File: src/common/urre_pkg.sv
// Constants and carrier types for the UART receive/recovery block.
// Assumes one 200 MHz system clock and an AXI4-Lite register port.
package urre_pkg;

   // Clock rate, for converting times to cycles
   localparam int unsigned URRE_CLK_HZ = 200_000_000;

   // Register byte offsets
   localparam logic [3:0] URRE_OFF_CTRL = 4'h0;
   localparam logic [3:0] URRE_OFF_BAUD = 4'h4;
   localparam logic [3:0] URRE_OFF_STAT = 4'h8;
   localparam logic [3:0] URRE_OFF_DATA = 4'hC;

   // Control field positions
   localparam int URRE_CTRL_RECEIVE_ENABLE_BIT_POS = 0;
   localparam int URRE_CTRL_U2X_POS = 1;
   localparam int URRE_CTRL_ODD_POS = 2;
   localparam int URRE_CTRL_PEN_POS = 3;
   localparam int URRE_CTRL_STOP2_POS = 4;

   // Status field positions
   localparam int URRE_STAT_PE_POS = 2;
   localparam int URRE_STAT_DOR_POS = 3;
   localparam int URRE_STAT_FE_POS = 4;
   localparam int URRE_STAT_RXC_POS = 7;

   // Reset values
   localparam logic [4:0] URRE_CTRL_RST = 5'h00;
   localparam logic [15:0] URRE_BAUD_RST = 16'h0000;

   // Samples per bit and voting positions per mode
   localparam logic [3:0] URRE_SPB_NORM = 4'hF;  // 16 samples, last is 15
   localparam logic [3:0] URRE_SPB_DS = 4'h7;    // 8 samples, last is 7
   localparam logic [3:0] URRE_VF_NORM = 4'h7;   // Sample 8, counted from 1
   localparam logic [3:0] URRE_VL_NORM = 4'h9;   // Sample 10
   localparam logic [3:0] URRE_VF_DS = 4'h3;     // Sample 4
   localparam logic [3:0] URRE_VL_DS = 4'h5;     // Sample 6

   // AXI responses
   localparam logic [1:0] URRE_RESP_OKAY = 2'h0;
   localparam logic [1:0] URRE_RESP_SLVERR = 2'h2;

   // Receive buffer depth
   localparam int URRE_BUF_DEPTH = 2;

   // One buffered character with its own status
   typedef struct packed {
      logic fe;
      logic overrun_flag;
      logic pe;
      logic [7:0] data;
   } urre_entry_s;

   // Software control fields
   typedef struct packed {
      logic stop2;
      logic pen;
      logic odd;
      logic u2x;
      logic receive_enable_bit;
   } urre_ctrl_s;

   typedef enum logic [2:0] {
      URRE_IDLE, URRE_START, URRE_DATA, URRE_PAR, URRE_STOP, URRE_GAP
   } urre_state_e;

endpackage

File: src/core/urre_top.sv
// UART receiver back end: start detection, majority voting, error flags
// and a two-character receive buffer behind an AXI4-Lite slave.
// Assumes rxd_i is asynchronous and that the bus master keeps AXI rules.
`timescale 1ns/1ps

// Behaviour
// status bits travel with each buffered character
// software writes cannot change error flags
// error flags raise no interrupt
// frame error shows head character's stop bit
// only first stop bit checked, count ignored
// overrun on start with full buffer, waiting
// overrun cleared when frame enters buffer
// parity error reads zero when checking off
// upper mode bit enables, lower selects odd
// parity error stored only if enabled then
// disable stops reception at once, data lost
// disabled: pin released, buffer flushed
// host flushes by reading data until empty
// data read advances buffer; status first
// sample at 16x, or 8x in double speed
// falling edge starts; vote samples 8-10/4-6
// majority high rejects start as noise
// 16 or 8 sample states per bit
// each bit decided by three-sample majority
// voted zero stop bit sets frame error
// next start right after stop vote, later 8x
// completed frame moved into receive buffer
// receive complete while buffer holds data
// vote positions 8-10 of 16, 4-6 of 8
// serial input double-synchronised before use
module urre_top
   import urre_pkg::*;
#(
   parameter int ADDR_W = 4
) (
   input wire logic sys_clk_i,
   input wire logic rst_n_i,
   input wire logic rxd_i,
   output logic rx_pin_owned_o,
   input wire logic [ADDR_W-1:0] s_axi_awaddr,
   input wire logic s_axi_awvalid,
   output logic s_axi_awready,
   input wire logic [31:0] s_axi_wdata,
   input wire logic [3:0] s_axi_wstrb,
   input wire logic s_axi_wvalid,
   output logic s_axi_wready,
   output logic [1:0] s_axi_bresp,
   output logic s_axi_bvalid,
   input wire logic s_axi_bready,
   input wire logic [ADDR_W-1:0] s_axi_araddr,
   input wire logic s_axi_arvalid,
   output logic s_axi_arready,
   output logic [31:0] s_axi_rdata,
   output logic [1:0] s_axi_rresp,
   output logic s_axi_rvalid,
   input wire logic s_axi_rready
);

   // Register select, used by both the write and read paths
   function automatic logic [4:0] reg_sel(input logic [ADDR_W-1:0] a);
      reg_sel[0] = (a[3:2] == URRE_OFF_CTRL[3:2]);
      reg_sel[1] = (a[3:2] == URRE_OFF_BAUD[3:2]);
      reg_sel[2] = (a[3:2] == URRE_OFF_STAT[3:2]);
      reg_sel[3] = (a[3:2] == URRE_OFF_DATA[3:2]);
      reg_sel[4] = (ADDR_W > 4) ? (a >> 4) != '0 : 1'b0; // Out of map
   endfunction

   // Majority of three samples
   function automatic logic maj3(input logic [2:0] v);
      maj3 = (v[0] & v[1]) | (v[0] & v[2]) | (v[1] & v[2]);
   endfunction

   urre_ctrl_s ctrl_q;
   logic [15:0] baud_q;
   logic rx_meta_q;
   logic rx_sync_q;
   logic prev_q;
   logic [15:0] div_q;
   logic tick_q;
   urre_state_e state_q;
   logic [3:0] samp_q;
   logic [2:0] bit_q;
   logic [2:0] vote_q;
   logic [7:0] shift_q;
   logic par_q;
   logic fr_u2x_q;
   logic fr_pen_q;
   logic fr_odd_q;
   urre_entry_s hold_q;
   logic hold_v_q;
   logic dor_pend_q;
   logic aw_hold_q;
   logic w_hold_q;
   logic [ADDR_W-1:0] awaddr_q;
   logic [31:0] wdata_q;
   logic [3:0] wstrb_q;

   urre_entry_s head;
   logic buf_empty;
   logic buf_full;

   // Input synchroniser; only the second stage is read
   always_ff @(posedge sys_clk_i) begin
      if (!rst_n_i) begin
         rx_meta_q <= 1'b1;
         rx_sync_q <= 1'b1;
      end else begin
         rx_meta_q <= rxd_i;
         rx_sync_q <= rx_meta_q;
      end
   end

   // Sample tick divider: one enable pulse every baud_q+1 cycles
   wire div_end = (div_q == baud_q);
   always_ff @(posedge sys_clk_i) begin
      if (!rst_n_i || !ctrl_q.receive_enable_bit) begin
         div_q <= '0;
         tick_q <= 1'b0;
      end else begin
         div_q <= div_end ? '0 : div_q + 16'h0001;
         tick_q <= div_end;
      end
   end

   // Per-frame mode, latched at the start edge so a mid-frame write
   // to the control register cannot tear a frame apart
   wire [3:0] spb = fr_u2x_q ? URRE_SPB_DS : URRE_SPB_NORM;
   wire [3:0] vfirst = fr_u2x_q ? URRE_VF_DS : URRE_VF_NORM;
   wire [3:0] vlast = fr_u2x_q ? URRE_VL_DS : URRE_VL_NORM;
   wire in_vote = (samp_q >= vfirst) && (samp_q <= vlast);
   wire [2:0] votes = {vote_q[1:0], rx_sync_q};
   wire voted = maj3(votes);
   wire at_decide = tick_q && (samp_q == vlast);
   wire at_bit_end = tick_q && (samp_q == spb);
   wire fall_edge = tick_q && prev_q && !rx_sync_q;
   wire start_ok = (state_q == URRE_START) && at_decide && !voted;
   wire stop_done = (state_q == URRE_STOP) && at_decide;
   wire overrun = start_ok && hold_v_q && buf_full;
   wire par_calc = ^shift_q ^ fr_odd_q;
   wire par_err = fr_pen_q && (par_calc != par_q);

   // Receive state machine, one sample state per tick
   always_ff @(posedge sys_clk_i) begin
      if (!rst_n_i || !ctrl_q.receive_enable_bit) begin
         state_q <= URRE_IDLE;
         samp_q <= '0;
         bit_q <= '0;
         vote_q <= '0;
         prev_q <= 1'b0; // Line must be seen high before an edge counts
      end else if (tick_q) begin
         prev_q <= rx_sync_q;
         samp_q <= (samp_q == spb) ? '0 : samp_q + 4'h1;
         if (in_vote) vote_q <= votes;
         unique case (state_q)
            URRE_IDLE: begin
               samp_q <= 4'h1; // First low sample is sample 1
               if (fall_edge) state_q <= URRE_START;
            end
            URRE_START: begin
               if (at_decide && voted) state_q <= URRE_IDLE;
               else if (at_bit_end) state_q <= URRE_DATA;
            end
            URRE_DATA: begin
               if (at_bit_end) begin
                  bit_q <= bit_q + 3'h1;
                  if (bit_q == 3'h7) begin
                     state_q <= fr_pen_q ? URRE_PAR : URRE_STOP;
                  end
               end
            end
            URRE_PAR: begin
               if (at_bit_end) state_q <= URRE_STOP;
            end
            URRE_STOP: begin
               // Normal speed re-arms right after the last vote
               if (at_decide) begin
                  state_q <= fr_u2x_q ? URRE_GAP : URRE_IDLE;
               end
            end
            URRE_GAP: begin
               if (at_bit_end) state_q <= URRE_IDLE;
            end
         endcase
      end
   end

   // Data path: frame mode, shift register and parity capture
   always_ff @(posedge sys_clk_i) begin
      if (!rst_n_i) begin
         fr_u2x_q <= 1'b0;
         fr_pen_q <= 1'b0;
         fr_odd_q <= 1'b0;
         shift_q <= '0;
         par_q <= 1'b0;
      end else begin
         if (state_q == URRE_IDLE && fall_edge) begin
            fr_u2x_q <= ctrl_q.u2x;
            fr_pen_q <= ctrl_q.pen;
            fr_odd_q <= ctrl_q.odd;
         end
         if (state_q == URRE_DATA && at_decide) begin
            shift_q <= {voted, shift_q[7:1]};
         end
         if (state_q == URRE_PAR && at_decide) par_q <= voted;
      end
   end

   // Completed frame waits in the hold stage until the buffer has room;
   // a start bit seen while it waits on a full buffer loses it
   always_ff @(posedge sys_clk_i) begin
      if (!rst_n_i || !ctrl_q.receive_enable_bit) begin
         hold_v_q <= 1'b0;
         hold_q <= '0;
         dor_pend_q <= 1'b0;
      end else begin
         if (overrun) begin
            hold_v_q <= 1'b0;
            dor_pend_q <= 1'b1;
         end else if (stop_done) begin
            hold_v_q <= 1'b1;
            hold_q.data <= shift_q;
            hold_q.fe <= !voted;
            hold_q.pe <= par_err;
            hold_q.overrun_flag <= dor_pend_q;
         end else if (hold_v_q && !buf_full) begin
            hold_v_q <= 1'b0;
            dor_pend_q <= 1'b0;
         end
      end
   end

   // Read side: a data read pops the head
   wire ar_hs = s_axi_arvalid && s_axi_arready;
   wire [4:0] rsel = reg_sel(s_axi_araddr);
   wire r_err = rsel[4];
   wire pop = ar_hs && rsel[3] && !r_err;

   urre_rxbuf #(
      .DEPTH(URRE_BUF_DEPTH)
   ) u_buf (
      .sys_clk_i(sys_clk_i),
      .rst_n_i(rst_n_i),
      .flush_i(!ctrl_q.receive_enable_bit),
      .push_i(hold_v_q && !overrun),
      .push_entry_i(hold_q),
      .pop_i(pop),
      .head_o(head),
      .empty_o(buf_empty),
      .full_o(buf_full)
   );

   // Status view of the head character; error flags never leave the
   // block except through this word
   wire [31:0] stat_word = {
      24'h000000,
      !buf_empty,
      2'b00,
      head.fe && !buf_empty,
      head.overrun_flag && !buf_empty,
      head.pe && !buf_empty && ctrl_q.pen,
      2'b00
   };

   wire [31:0] rd_word =
      rsel[0] ? {27'h0, ctrl_q} :
      rsel[1] ? {16'h0000, baud_q} :
      rsel[2] ? stat_word :
      buf_empty ? 32'h00000000 : {24'h000000, head.data};

   // Read channel: one read outstanding at a time
   always_ff @(posedge sys_clk_i) begin
      if (!rst_n_i) begin
         s_axi_arready <= 1'b1;
         s_axi_rvalid <= 1'b0;
         s_axi_rdata <= '0;
         s_axi_rresp <= URRE_RESP_OKAY;
      end else if (ar_hs) begin
         s_axi_arready <= 1'b0;
         s_axi_rvalid <= 1'b1;
         s_axi_rdata <= r_err ? 32'h00000000 : rd_word;
         s_axi_rresp <= r_err ? URRE_RESP_SLVERR : URRE_RESP_OKAY;
      end else if (s_axi_rvalid && s_axi_rready) begin
         s_axi_rvalid <= 1'b0;
         s_axi_arready <= 1'b1;
      end
   end

   // Write side: address and data taken in either order
   wire aw_hs = s_axi_awvalid && s_axi_awready;
   wire w_hs = s_axi_wvalid && s_axi_wready;
   wire wr_do = aw_hold_q && w_hold_q && !s_axi_bvalid;
   wire aw_hold_d = (aw_hold_q || aw_hs) && !wr_do;
   wire w_hold_d = (w_hold_q || w_hs) && !wr_do;
   wire [4:0] wsel = reg_sel(awaddr_q);
   wire w_err = wsel[4];

   always_ff @(posedge sys_clk_i) begin
      if (!rst_n_i) begin
         aw_hold_q <= 1'b0;
         w_hold_q <= 1'b0;
         s_axi_awready <= 1'b1;
         s_axi_wready <= 1'b1;
         awaddr_q <= '0;
         wdata_q <= '0;
         wstrb_q <= '0;
      end else begin
         aw_hold_q <= aw_hold_d;
         w_hold_q <= w_hold_d;
         s_axi_awready <= !aw_hold_d;
         s_axi_wready <= !w_hold_d;
         if (aw_hs) awaddr_q <= s_axi_awaddr;
         if (w_hs) begin
            wdata_q <= s_axi_wdata;
            wstrb_q <= s_axi_wstrb;
         end
      end
   end

   // Write response and register update; status and data are
   // read-only, so writes there change nothing
   always_ff @(posedge sys_clk_i) begin
      if (!rst_n_i) begin
         s_axi_bvalid <= 1'b0;
         s_axi_bresp <= URRE_RESP_OKAY;
         ctrl_q <= URRE_CTRL_RST;
         baud_q <= URRE_BAUD_RST;
      end else begin
         if (wr_do) begin
            s_axi_bvalid <= 1'b1;
            s_axi_bresp <= w_err ? URRE_RESP_SLVERR : URRE_RESP_OKAY;
            if (!w_err && wsel[0] && wstrb_q[0]) begin
               ctrl_q <= wdata_q[4:0];
            end
            if (!w_err && wsel[1]) begin
               if (wstrb_q[0]) baud_q[7:0] <= wdata_q[7:0];
               if (wstrb_q[1]) baud_q[15:8] <= wdata_q[15:8];
            end
         end else if (s_axi_bready) begin
            s_axi_bvalid <= 1'b0;
         end
      end
   end

   // Pin ownership follows the enable
   always_ff @(posedge sys_clk_i) begin
      if (!rst_n_i) begin
         rx_pin_owned_o <= 1'b0;
      end else begin
         rx_pin_owned_o <= ctrl_q.receive_enable_bit;
      end
   end

endmodule

File: src/core/urre_rxbuf.sv
// Receive buffer: small circular store of characters with their status.
// A push made while full is dropped; flush wins over everything.
`timescale 1ns/1ps
module urre_rxbuf
   import urre_pkg::*;
#(
   parameter int DEPTH = URRE_BUF_DEPTH
) (
   input wire logic sys_clk_i,
   input wire logic rst_n_i,
   input wire logic flush_i,
   input wire logic push_i,
   input wire urre_entry_s push_entry_i,
   input wire logic pop_i,
   output urre_entry_s head_o,
   output logic empty_o,
   output logic full_o
);
   localparam int PW = (DEPTH > 1) ? $clog2(DEPTH) : 1;

   urre_entry_s mem_q [DEPTH];
   logic [PW-1:0] wp_q;
   logic [PW-1:0] rp_q;
   logic [PW:0] cnt_q;
   wire do_push = push_i & ~full_o;
   wire do_pop = pop_i & ~empty_o;

   // Pointer step with wrap for non-power-of-two depths
   function automatic logic [PW-1:0] step(input logic [PW-1:0] p);
      step = (p == PW'(DEPTH - 1)) ? '0 : p + 1'b1;
   endfunction

   assign head_o = mem_q[rp_q];
   assign empty_o = (cnt_q == '0);
   assign full_o = (cnt_q == (PW + 1)'(DEPTH));

   // Storage needs no reset; only the count says what is valid
   always_ff @(posedge sys_clk_i) begin
      if (do_push) begin
         mem_q[wp_q] <= push_entry_i;
      end
   end

   // Pointers and count; flush empties at once
   always_ff @(posedge sys_clk_i) begin
      if (!rst_n_i || flush_i) begin
         wp_q <= '0;
         rp_q <= '0;
         cnt_q <= '0;
      end else begin
         if (do_push) wp_q <= step(wp_q);
         if (do_pop) rp_q <= step(rp_q);
         cnt_q <= cnt_q + (PW + 1)'(do_push) - (PW + 1)'(do_pop);
      end
   end
endmodule

File: config.mk
export PLATFORM = sky130hd
export DESIGN_NAME = urre_top
export DESIGN_NICKNAME = d
export VERILOG_FILES = /design/src/common/urre_pkg.sv /design/src/core/urre_top.sv /design/src/core/urre_rxbuf.sv
export SDC_FILE = /design/constraint.sdc
export NUM_CORES = 1
export LEC_CHECK = 0
export BUFFER_PORTS_ARGS = -buffer_cell sky130_fd_sc_hd__buf_2
export CAP_MARGIN = 30
export CORE_MARGIN = 2
export CORE_UTILIZATION = 58
export CTS_BUF_LIST = sky130_fd_sc_hd__clkbuf_2 sky130_fd_sc_hd__clkbuf_4 sky130_fd_sc_hd__clkbuf_8
export CTS_CLUSTER_SIZE = 10
export DETAILED_ROUTE_END_ITERATION = 16
export PLACE_DENSITY = 0.81
export SYNTH_ARGS = -nofsm -noshare
export SYNTH_HDL_FRONTEND = slang
export SYNTH_SLANG_ARGS = --single-unit
File: constraint.sdc
create_clock -name sys_clk_i -period 4.4 [get_ports sys_clk_i]
set_input_delay 0.88 -clock sys_clk_i [delete_from_list [all_inputs] [get_ports sys_clk_i]]
set_output_delay 0.88 -clock sys_clk_i [all_outputs]
set_load 0.005 [all_outputs]
# == Yosys cells after proc, flatten, opt, wreduce, memory -nomap -nowiden ==
# Memories as Yosys holds them, arrays and structs flattened. A register that Yosys moved wholly into a read port is not among the register bits.
# Index checks and enable logic that the tools add are counted.
# totals
word_cells,186
ram_bits,22
out_inout_bits,42
input_bits,52
mem_count,1
register_bits,144
# op_classes
n_reduce_logical,64
order_cmp,2
addsub,7
eq_ne,23
n_bitwise,11
n_mux,36
# mem_list
memory,depth,width,rd,rd_ports_with_merged_regs,write_ports,line_no,text
u_buf.mem_q,2,11,1,1,1,urre_rxbuf.sv:21,urre_entry_s mem_q [DEPTH];
# ops
op,count
two-way mux 3 bit,11
two-way mux 16 bit,2
logical AND 1 bit,31
case mux 3 bit (6 select lines),1
"adder 16 x 1 -> 16 bit, second input constant",1
equality test 16 bit,1
two-way mux 1 bit,16
two-way mux 4 bit,4
two-way mux 8 bit,2
"inequality test 2 bit, second input constant",6
logical NOT 1 bit,11
"equality test 3 bit, second input constant",3
AND reduction 3 bit,3
equality test 4 bit,2
AND reduction 2 bit,4
AND reduction 8 bit,1
nonzero test 2 bit,4
XOR reduction 8 bit,1
"equality test 2 bit, second input constant",3
"equality test 3 x 2 -> 1 bit, second input constant",2
logical NOT 2 bit,3
AND 1 bit,5
"adder 4 x 1 -> 4 bit, second input constant",1
"equality test 2 x 1 -> 1 bit, second input constant",2
other kinds (16),23

# == Logic depth before layout (Yosys ltp) ==
# Gate-level depths: netlist (run 1).
# depth
ltp_word,12
depth_mapped,10
mapped_depth_nobuf,9

# == Cells and area by module ==
# A second synthesis (run 1) with hierarchy kept.
# unflattened
cells_unflattened,659
area_unflattened_um2,6567.5
# modules_own_cells
mod,seq_area_each_um2,instances,area_each_um2,cells_each
urre_top,2442.3,1,5535.3,596
urre_rxbuf,760.7,1,1032.2,63

# == Least setup slack after synthesis (run 1) ==
# Ideal clock, no wire load.
# synth_timing
kind,input-to-reg
start,in s_axi_araddr[3]
end,reg u_buf.cnt_q[1]
required_time_ns,4.272
setup_ns,0.128
arrival_time_ns,2.348
cell_stages,10
slack_ns,1.925
n_path_buf,1
path_cell_list,buf_2 o21a_1 nand2_1 nor2_1 ha_1 inv_1 ha_1 xor2_1 xnor2_1 nor2_1
# synth_via
elab_chain_len,4
# synth_lines
item,line_no,text
from (decl),urre_top.sv:51,"input wire logic [ADDR_W-1:0] s_axi_araddr,"
equality test 2 bit,urre_top.sv:65,reg_sel[3] = (a[3:2] == URRE_OFF_DATA[3:2]);
logical AND 1 bit,urre_top.sv:237,wire pop = ar_hs && rsel[3] && !r_err;
AND 1 bit,urre_rxbuf.sv:26,wire do_pop = pop_i & ~empty_o;
net u_buf.do_pop,urre_rxbuf.sv:26,
subtractor 2 x 1 -> 2 bit,urre_rxbuf.sv:53,cnt_q <= cnt_q + (PW + 1)'(do_push) - (PW + 1)'(do_pop);
to (signal assigned),urre_rxbuf.sv:53,
to (decl),urre_rxbuf.sv:24,logic [PW:0] cnt_q;
# The timed path passes the listed nets, and every way through them passes these cells.
# A chain may end at the register's enable or synchronous reset.

# == Final worst setup path (run 1) ==
# layout_timing
start,in s_axi_arvalid
end,reg u_buf.cnt_q[1]
# layout_via
elab_chain_len,4
# layout_lines
item,line_no,text
from (decl),urre_top.sv:52,"input wire logic s_axi_arvalid,"
logical AND 1 bit,urre_top.sv:234,wire ar_hs = s_axi_arvalid && s_axi_arready;
logical AND 1 bit,urre_top.sv:237,
AND 1 bit,urre_rxbuf.sv:26,
net u_buf.do_pop,urre_rxbuf.sv:26,
subtractor 2 x 1 -> 2 bit,urre_rxbuf.sv:53,
# The timed path passes the listed nets, and every way through them passes these cells.

==> run summary, run 1 <==
status = complete, no violations
worst hold stages = 1
register area = 3200 um^2
Worst Path Required = 4.72 ns
mux contribution to synthesized area = 0.0824
first-pass GRT wire length = 20900 um
Async SR Flop Fraction = 0
Max-Slew Margin vs Limit = 0.362
Final Slew Violations = 0
Final ANT Viol Nets = 0
Detail Placement HPWL = 8880 um
post-DR wirelength/cell = 14.9 um
DR pass1 iterations = 5
CP Max Fanout = 19
worst slew pin tran = 0.954 ns
Post-synth top flop = dfxtp_1
antenna violations before repair = 0
Clock Skew = 0.0106 ns
Post-synth EDFFs = 22
Initial DRC Count = 225
number of fillers in the final layout = 857
# nets final = 756
Worst Reg-to-Reg Cells = 8
largest family of logic cells by synthesized area = simple AND/OR/NAND/NOR gates
post-synthesis xor/xnor area fraction = 0.0608
CTS tree = done
Crit Path Class = in2reg
root buf cell = clkbuf_8
Synthesis Warnings = 0
vias in the first global route = 4488
H-Tree Depth = 4
Ant. Diodes = 0
Period minus WS final = 2.47 ns
pre-CTS setup slack = 1.49 ns
Max-cap violations = 0
# setup viols final = 0
setup tns final = 0 ns
vias per inst = 5.43
Static Leak = 2.73 nW
CTS Hold Bufs = 0
die width = 109 um
Tcrit/Tclk final = 0.562
Synth Register Bits = 149
RSZ-0062 raised after global routing = no
IO Pins = 94
design area = 7090 um^2
PwrDens = 367 nW/um^2
placed cell areas = 6670 um^2
area of the multi-input gates = 2960 um^2
All-Layer GR Usage = 0.226
sequential share of the synthesized area = 0.499
Initial Utilization = 0.592
number of I/O port buffers = 51
clock sinks = 149
Synth Area in Compound Gates = 0.0982
Synth cell types = 53
Peak VDD IR = 0.000214 V
# rows = 38
Clk Latency, worst-skew pair = 0.44 ns
Worst Setup End Kind = flip-flop
final hold vios = 0
Startpoint Class = input pin
post-CTS sizing = 0
total CTS buffers = 17
largest net degree at the start of global routing = 78
synthesized area per cell = 9.85 um^2
Final WS setup = 1.93 ns
arrival time worst endpoint = 2.79 ns
simple-gate share of the synthesized area = 0.184
total number of vias = 4598
Clock Path Buffers = 2
die height = 109 um
Reg clk slew, reported paths = 0.08 ns
Placer Congestion = 0.869
WL final = 12600 um
area of the core = 10800 um^2
mapped cell area = 6420 um^2
DRC viols = 0
hold crit path type = reg2reg
Post-Synth Adder-Cell Area = 0.0236
fmax = 405 MHz
Remaining Overflow, GRT = 0
share of cells above drive strength 1 = 0.136
Area Growth Syn to Fin = 10.4%
Die Area = 11900 um^2
postcts setup bufs = 0
Mapped Cells = 652
==> where the power goes <==
| part | total (mW) | internal [mW] | switching [mW] | leakage (nW) |
|---|---|---|---|---|
| clock | 1.10 | 0.614 | 0.488 | 0.214 |
| sequential | 1.41 | 1.40 | 0.0133 | 1.18 |
| combinational | 0.0879 | 0.0374 | 0.0505 | 1.33 |
==> state kept, by name, indices dropped and copies added, names as in the netlist, 2 cells and up, named ones only <==
name         cells
u_buf.mem_q     22
baud_q          16
div_q           16
s_axi_rdata     16
wdata_q         16
hold_q          11
shift_q          8
ctrl_q           5
samp_q           4
bit_q            3
state_q          3
awaddr_q         2
u_buf.cnt_q      2
vote_q           2
wstrb_q          2
==> final cells by class <==
class,instances,area share
repair buffers,54,0.0392
multi-input cells,456,0.417
clock buffers,23,0.0411
flip-flops and latches,149,0.452
inverters,15,0.00794
clock inverters,9,0.0182
well taps,140,0.0247
==> cells in the final DEF, fill, tap and decap left out, types with 11 or more instances in the layout <==
| master | synthesis | routed |
|---|---|---|
| dfxtp_1 | 127 | 127 |
| nand2_1 | 84 | 84 |
| buf_2 | 7 | 51 |
| nor2b_1 | 48 | 48 |
| clkbuf_8 | 0 | 19 |
| mux2i_1 | 45 | 45 |
| a21boi_0 | 23 | 23 |
| ha_1 | 11 | 11 |
| xor2_1 | 30 | 30 |
| inv_1 | 14 | 14 |
| a21oi_1 | 25 | 25 |
| o21ai_0 | 12 | 12 |
| nand3_1 | 14 | 14 |
| nor2_1 | 40 | 40 |
| conb_1 | 1 | 20 |
| a22oi_1 | 11 | 11 |
| edfxtp_1 | 22 | 22 |
| xnor2_1 | 12 | 12 |
==> stage by stage <==
| step | total power, mW | hold WS, ns | utilization | instances |
|---|---|---|---|---|
| floorplan | 1.51 | 0.386 | - | 671 |
| global placement | 1.52 | 0.392 | 0.615 | 814 |
| detailed placement | 1.53 | 0.395 | 0.615 | 814 |
| CTS | 2.62 | 0.413 | 0.654 | 846 |
| global route | 2.69 | 0.441 | 0.654 | 846 |
| finish | 2.60 | 0.411 | 0.654 | 846 |
==> cell families after synthesis <==
family,after synthesis
and+or+nand+nor,235
DFF,149
AOI/OAI and AO/OA,95
buffers and inverters,66
muxes,51
xor gates and xnor gates,43
adders and majority gates,12
other,1
==> worst max-delay path: stages <==
cell and delay (ns):
buf_2 0.09, nand2_1 0.37, nor2_1 0.54, ha_1 0.32, inv_1 0.06, ha_1 0.14, xor2_1 0.18, xnor2_1 0.14
nor2_1 0.06
==> worst paths after layout <==
| check | slack [ns] | to | from |
|---|---|---|---|
| worst min register to register | 0.41 | rx_sync_q$_SDFF_PN1_ | rx_meta_q$_SDFF_PN1_ |
| worst max register to register | 2.06 | u_buf.cnt_q[1]$_SDFF_PP0_ | s_axi_arready$_SDFFE_PN1P_ |
| worst min-delay path | 0.41 | rx_sync_q$_SDFF_PN1_ | rx_meta_q$_SDFF_PN1_ |
| worst max-delay path | 1.93 | u_buf.cnt_q[1]$_SDFF_PP0_ | s_axi_arvalid |
==> routing by layer <==
layer	wire length (um)	GRT usage	up-vias	part of all wire
li1	-	-	2272	-
met1	5920	0.298	2200	0.47
met2	5970	0.360	106	0.47
met3	542	0.0538	20	0.043
met4	203	0.0886	0	0.016
met5	0	0	-	0
==> synthesized netlist by cell type (7+ instances only) <==
cell / count / area [um^2]
buf_2: 7 / 35.0
a21boi_0: 23 / 173
nor2b_1: 48 / 300
xor2_1: 30 / 263
a21oi_1: 25 / 125
nand2_1: 84 / 315
xnor2_1: 12 / 105
a22oi_1: 11 / 82.6
dfxtp_1: 127 / 2540
buf_4: 20 / 150
ha_1: 11 / 138
edfxtp_1: 22 / 661
nand3_1: 14 / 70.1
nor2_1: 40 / 150
mux2i_1: 45 / 450
inv_1: 14 / 52.6
and3_1: 10 / 62.6
o21ai_0: 12 / 60.1
clkbuf_1: 22 / 82.6
Note: power is estimated with default switching activity, not from simulation.
==> inputs of run 2 (changes only) <==
==> constraint.sdc (replaced) <==
create_clock -name sys_clk_i -period 2.4 [get_ports sys_clk_i]
set_input_delay 0.48 -clock sys_clk_i [delete_from_list [all_inputs] [get_ports sys_clk_i]]
set_output_delay 0.48 -clock sys_clk_i [all_outputs]
set_load 0.005 [all_outputs]
==> run 2 against run 1 <==
  * Final cell count is 0.59% higher
  * Flip-flop and latch count unchanged
  * Clock power up 63%
  * Design area fell by 0.25%
  * Critical path type is now reg2reg
  * Critical endpoint is now state_q[2]$_SDFFE_PP0P_
  * Largest power group unchanged
==> run summary, run 2 (synthesis gave the netlist of run 1 again) <==
Crit Path Class = reg2reg
Peak VDD IR = 0.000440 V
WL met1 = 5940 um
IO Pins = 94
reg-to-reg startpoint = fr_u2x_q$_SDFFE_PN0P_
Final Slew Violations = 0
Static Leak = 2.73 nW
final std cells w/o fill = 851
Clock Path Buffers = 2
Hold Startpoint = rxd_i
vias per inst = 5.44
Tcrit/Tclk final = 0.893
# setup viols final = 0
PwrDens = 642 nW/um^2
worst hold stages = 2
Startpoint Class = flip-flop
hold crit path type = in2reg
Reg clk slew, reported paths = 0.08 ns
most frequent cells in the layout = 127 x dfxtp_1, 84 x nand2_1, 51 x buf_2, 48 x nor2b_1, 45 x mux2i_1
largest register by flop count = u_buf.mem_q
share of cells above drive strength 1 = 0.135
clock sinks = 149
area of the core = 10800 um^2
root buf cell = clkbuf_8
number of I/O port buffers = 51
total CTS buffers = 17
Worst Reg-to-Reg Cells = 7
vias in the first global route = 4426
Area Growth Syn to Fin = 10.2%
Largest register FFs = 22
post-CTS sizing = 0
Pwr Total = 4.54 mW
CTS tree = done
Worst Setup End Kind = flip-flop
WL met2 = 6110 um
most common cell after layout, fill and taps aside = dfxtp_1
Initial Utilization = 0.592
Period minus WS final = 2.14 ns
largest net degree at the start of global routing = 78
worst slew pin tran = 0.632 ns
total number of vias = 4630
post-DR wirelength/cell = 15.1 um
die height = 109 um
Max Used Layer = met4
Final ANT Viol Nets = 0
DRC viols = 0
antenna violations before repair = 0
H-Tree Depth = 4
arrival time worst endpoint = 2.50 ns
Max-Slew Margin vs Limit = 0.579
WL final = 12800 um
Initial DRC Count = 194
first-pass GRT wire length = 20800 um
flop-to-flop setup slack = 0.26 ns
Inst Count DP = 819
status = complete, no violations
CP Max Fanout = 5
die width = 109 um
setup tns final = 0 ns
final hold vios = 0
DR pass1 iterations = 4
Placer Congestion = 0.882
routed wl met3 = 593 um
RSZ-0062 raised after global routing = no
reg2reg end = state_q[2]$_SDFFE_PP0P_
Clk Latency, worst-skew pair = 0.43 ns
postcts setup bufs = 0
Detail Placement HPWL = 9080 um
Remaining Overflow, GRT = 0
All-Layer GR Usage = 0.225
fmax = 467 MHz
Max-cap violations = 0
# rows = 38
Worst Path Required = 2.75 ns
CTS Hold Bufs = 0
WHS Endpoint = rx_meta_q$_SDFF_PN1_
Ant. Diodes = 0
# nets final = 761
number of fillers in the final layout = 873
Die Area = 11900 um^2
Clock Skew = 0.0131 ns
==> run 2: changes by cell type in the layout (fill, tap and decap cells not counted) <==
| cell | delta |
|---|---|
| clkinvlp_4 | -2 |
| clkinv_4 | +1 |
| clkinv_1 | +5 |
| bufinv_16 | -1 |
| buf_4 | +5 |
| clkbuf_4 | -2 |
| clkbuf_8 | -2 |
| clkinv_2 | +1 |
==> run 2: worst max path at each step <==
stage,from,endpoint,slack (ns),depth (start not counted)
2_1_floorplan,s_axi_araddr[3],u_buf.cnt_q[1]$_SDFF_PP0_,0.32,10
3_3_place_gp,s_axi_araddr[3],u_buf.cnt_q[1]$_SDFF_PP0_,0.34,10
3_5_place_dp,s_axi_araddr[3],u_buf.cnt_q[1]$_SDFF_PP0_,0.25,10
4_1_cts,fr_u2x_q$_SDFFE_PN0P_,state_q[2]$_SDFFE_PP0P_,0.26,7
5_1_grt,fr_u2x_q$_SDFFE_PN0P_,state_q[2]$_SDFFE_PP0P_,0.17,7
6_report,fr_u2x_q$_SDFFE_PN0P_,state_q[2]$_SDFFE_PP0P_,0.26,7
==> run 2: power by group <==
group | internal [mW] | leakage [nW] | switching, mW | total [mW]
Sequential | 2.56 | 1.18 | 0.0244 | 2.58
Combinational | 0.0703 | 1.36 | 0.0934 | 0.164
Clock | 0.924 | 0.191 | 0.870 | 1.79
Total | 3.55 | 2.73 | 0.988 | 4.54
==> run 2: metrics by stage <==
| step | util | setup slack, ns | area (um^2) | hold slack, ns |
|---|---|---|---|---|
| finish | 0.652 | 0.257 | 7070 | 0.238 |
| global route | 0.652 | 0.166 | 7070 | 0.229 |
| CTS | 0.652 | 0.256 | 7070 | 0.225 |
| detailed placement | 0.619 | 0.247 | 6710 | 0.401 |
| global placement | 0.619 | 0.342 | 6710 | 0.392 |
| floorplan | - | 0.325 | 6490 | 0.386 |
==> run 2: cell type report <==
cell class,count,area (um^2),share of cell area
Tap cell,140,175,0.0248
Clock inverter,13,116,0.0165
Inverter,15,56.3,0.00796
Clock buffer,19,249,0.0352
Multi-Input combinational cell,456,2960,0.418
Sequential cell,149,3200,0.453
Timing Repair Buffer,59,315,0.0446
==> run 2: per-layer routing <==
metal / vias to the layer above / track usage
met5: - / 0
met4: 0 / 0.0832
met2: 133 / 0.355
li1: 2292 / -
met3: 14 / 0.0502
met1: 2191 / 0.304
==> run 2: critical path, stage by stage (launching register included) <==
cell	delay, ns
dfxtp_1	0.39
inv_1	0.10
ha_1	0.36
and4_2	0.28
nand2_2	0.06
or3_1	0.33
a31oi_1	0.33
mux2i_1	0.22
==> inputs of run 3 (changes only) <==
--- a/config.mk
+++ b/config.mk
@@ -13,6 +13,7 @@
 export CTS_CLUSTER_SIZE = 10
 export DETAILED_ROUTE_END_ITERATION = 16
 export PLACE_DENSITY = 0.81
+export REMOVE_ABC_BUFFERS = 1
 export SYNTH_ARGS = -nofsm -noshare
 export SYNTH_HDL_FRONTEND = slang
 export SYNTH_SLANG_ARGS = --single-unit
==> run 3 against run 2 <==
  * Flip-flop and latch count unchanged
  * Clock power rose by 4%
  * Register-to-register slack hardly changed
  * Die area unchanged
  * Design area grew 0.34%
  * Combinational power barely moved
  * Worst hold slack got worse by 0.021 ns
  * Highest routed layer unchanged
==> run summary, run 3 (synthesis gave the netlist of run 1 again) <==
Area Growth Syn to Fin = 10.5%
largest net degree at the start of global routing = 78
hold crit path type = in2reg
total number of vias = 4560
Largest register FFs = 22
die width = 109 um
Core Util, Final = 0.655
Hold WS = 0.217 ns
Final WS setup = 0.269 ns
vias in the first global route = 4197
setup tns final = 0 ns
RSZ-0062 raised after global routing = no
largest register by flop count = u_buf.mem_q
most common cell after layout, fill and taps aside = dfxtp_1
total CTS buffers = 17
IO Pins = 94
Static Leak = 2.72 nW
Crit Path Class = reg2reg
worst slew pin tran = 0.675 ns
Initial DRC Count = 308
CP Max Fanout = 5
antenna violations before repair = 0
Initial Utilization = 0.592
worst hold stages = 2
Startpoint Class = flip-flop
CTS tree = done
# nets final = 761
post-CTS sizing = 0
Inst Count DP = 819
postcts setup bufs = 0
post-DR wirelength/cell = 14.3 um
Max-cap violations = 0
area of the core = 10800 um^2
Placer Congestion = 0.907
share of cells above drive strength 1 = 0.142
Worst Path Required = 2.77 ns
CTS Hold Bufs = 0
# rows = 38
Final ANT Viol Nets = 0
root buf cell = clkbuf_8
Detail Placement HPWL = 8680 um
WL final = 12100 um
Worst Reg-to-Reg Cells = 7
status = complete, no violations
Final Slew Violations = 0
Max-Slew Margin vs Limit = 0.550
Clk Latency, worst-skew pair = 0.45 ns
All-Layer GR Usage = 0.217
Remaining Overflow, GRT = 0
Worst Setup End Kind = flip-flop
DR pass1 iterations = 4
Reg clk slew, reported paths = 0.08 ns
Clock Skew = 0.0107 ns
fmax = 469 MHz
clock sinks = 149
DRC viols = 0
Die Area = 11900 um^2
GR Util met3 = 0.0610
Ant. Diodes = 0
Clock Path Buffers = 2
most frequent cells in the layout = 127 x dfxtp_1, 84 x nand2_1, 51 x buf_2, 48 x nor2b_1, 45 x mux2i_1
# setup viols final = 0
H-Tree Depth = 4
Top Usage Layer GRT = met2
PwrDens = 648 nW/um^2
pre-CTS setup slack = 0.262 ns
routing usage on met2 = 0.339
final std cells w/o fill = 851
final hold vios = 0
M1 GR Usage = 0.284
Peak VDD IR = 0.000884 V
Tcrit/Tclk final = 0.888
number of I/O port buffers = 51
die height = 109 um
Period minus WS final = 2.13 ns
first-pass GRT wire length = 19900 um
vias per inst = 5.36
arrival time worst endpoint = 2.50 ns
-- run 3: cell count changes in the layout (fill, tap and decap cells not counted), sizes merged --
cell	before	now
clkbuf	19	17
clkinvlp	0	6
clkinv	12	6
inv	14	16
-- run 3: final cells by class --
cell class / instances / area (um^2)
clock inverter: 15 / 155
timing repair buffer: 59 / 315
sequential: 149 / 3200
clock buffer: 17 / 234
tap: 140 / 175
fill: 847 / 3740
multi-input combinational: 456 / 2960
inverter: 15 / 56.3
-- run 3: metrics by stage --
stage	instance area, um^2	power, mW
2_1_floorplan	6220	2.72
3_3_place_gp	6710	2.80
3_5_place_dp	6710	2.81
4_1_cts	7100	4.64
5_1_grt	7100	4.78
6_report	7100	4.60
-- run 3: final timing paths --
path                               from                 endpoint  slack (ns)
setup / recovery  fr_u2x_q$_SDFFE_PN0P_  state_q[2]$_SDFFE_PP0P_        0.27
setup reg to reg  fr_u2x_q$_SDFFE_PN0P_  state_q[2]$_SDFFE_PP0P_        0.27
hold reg to reg    rx_meta_q$_SDFF_PN1_     rx_sync_q$_SDFF_PN1_        0.42
hold / removal                    rxd_i     rx_meta_q$_SDFF_PN1_        0.22
-- run 3: metal layers --
metal  part of all wire  wire length, um
met5                  0                0
met4              0.018              222
met3              0.044              532
met2               0.47             5730
met1               0.47             5650
-- run 3: critical path, cell delays in order (launching register included) --
cell     delay [ns]
dfxtp_1        0.39
inv_1          0.10
ha_1           0.35
and4_2         0.26
nand2_2        0.06
or3_1          0.33
a31oi_1        0.31
mux2i_1        0.24
-- run 3: report_power, final --
group	switching, mW	internal (mW)
clock	0.933	0.922
combinational	0.0935	0.0704
sequential	0.0237	2.56
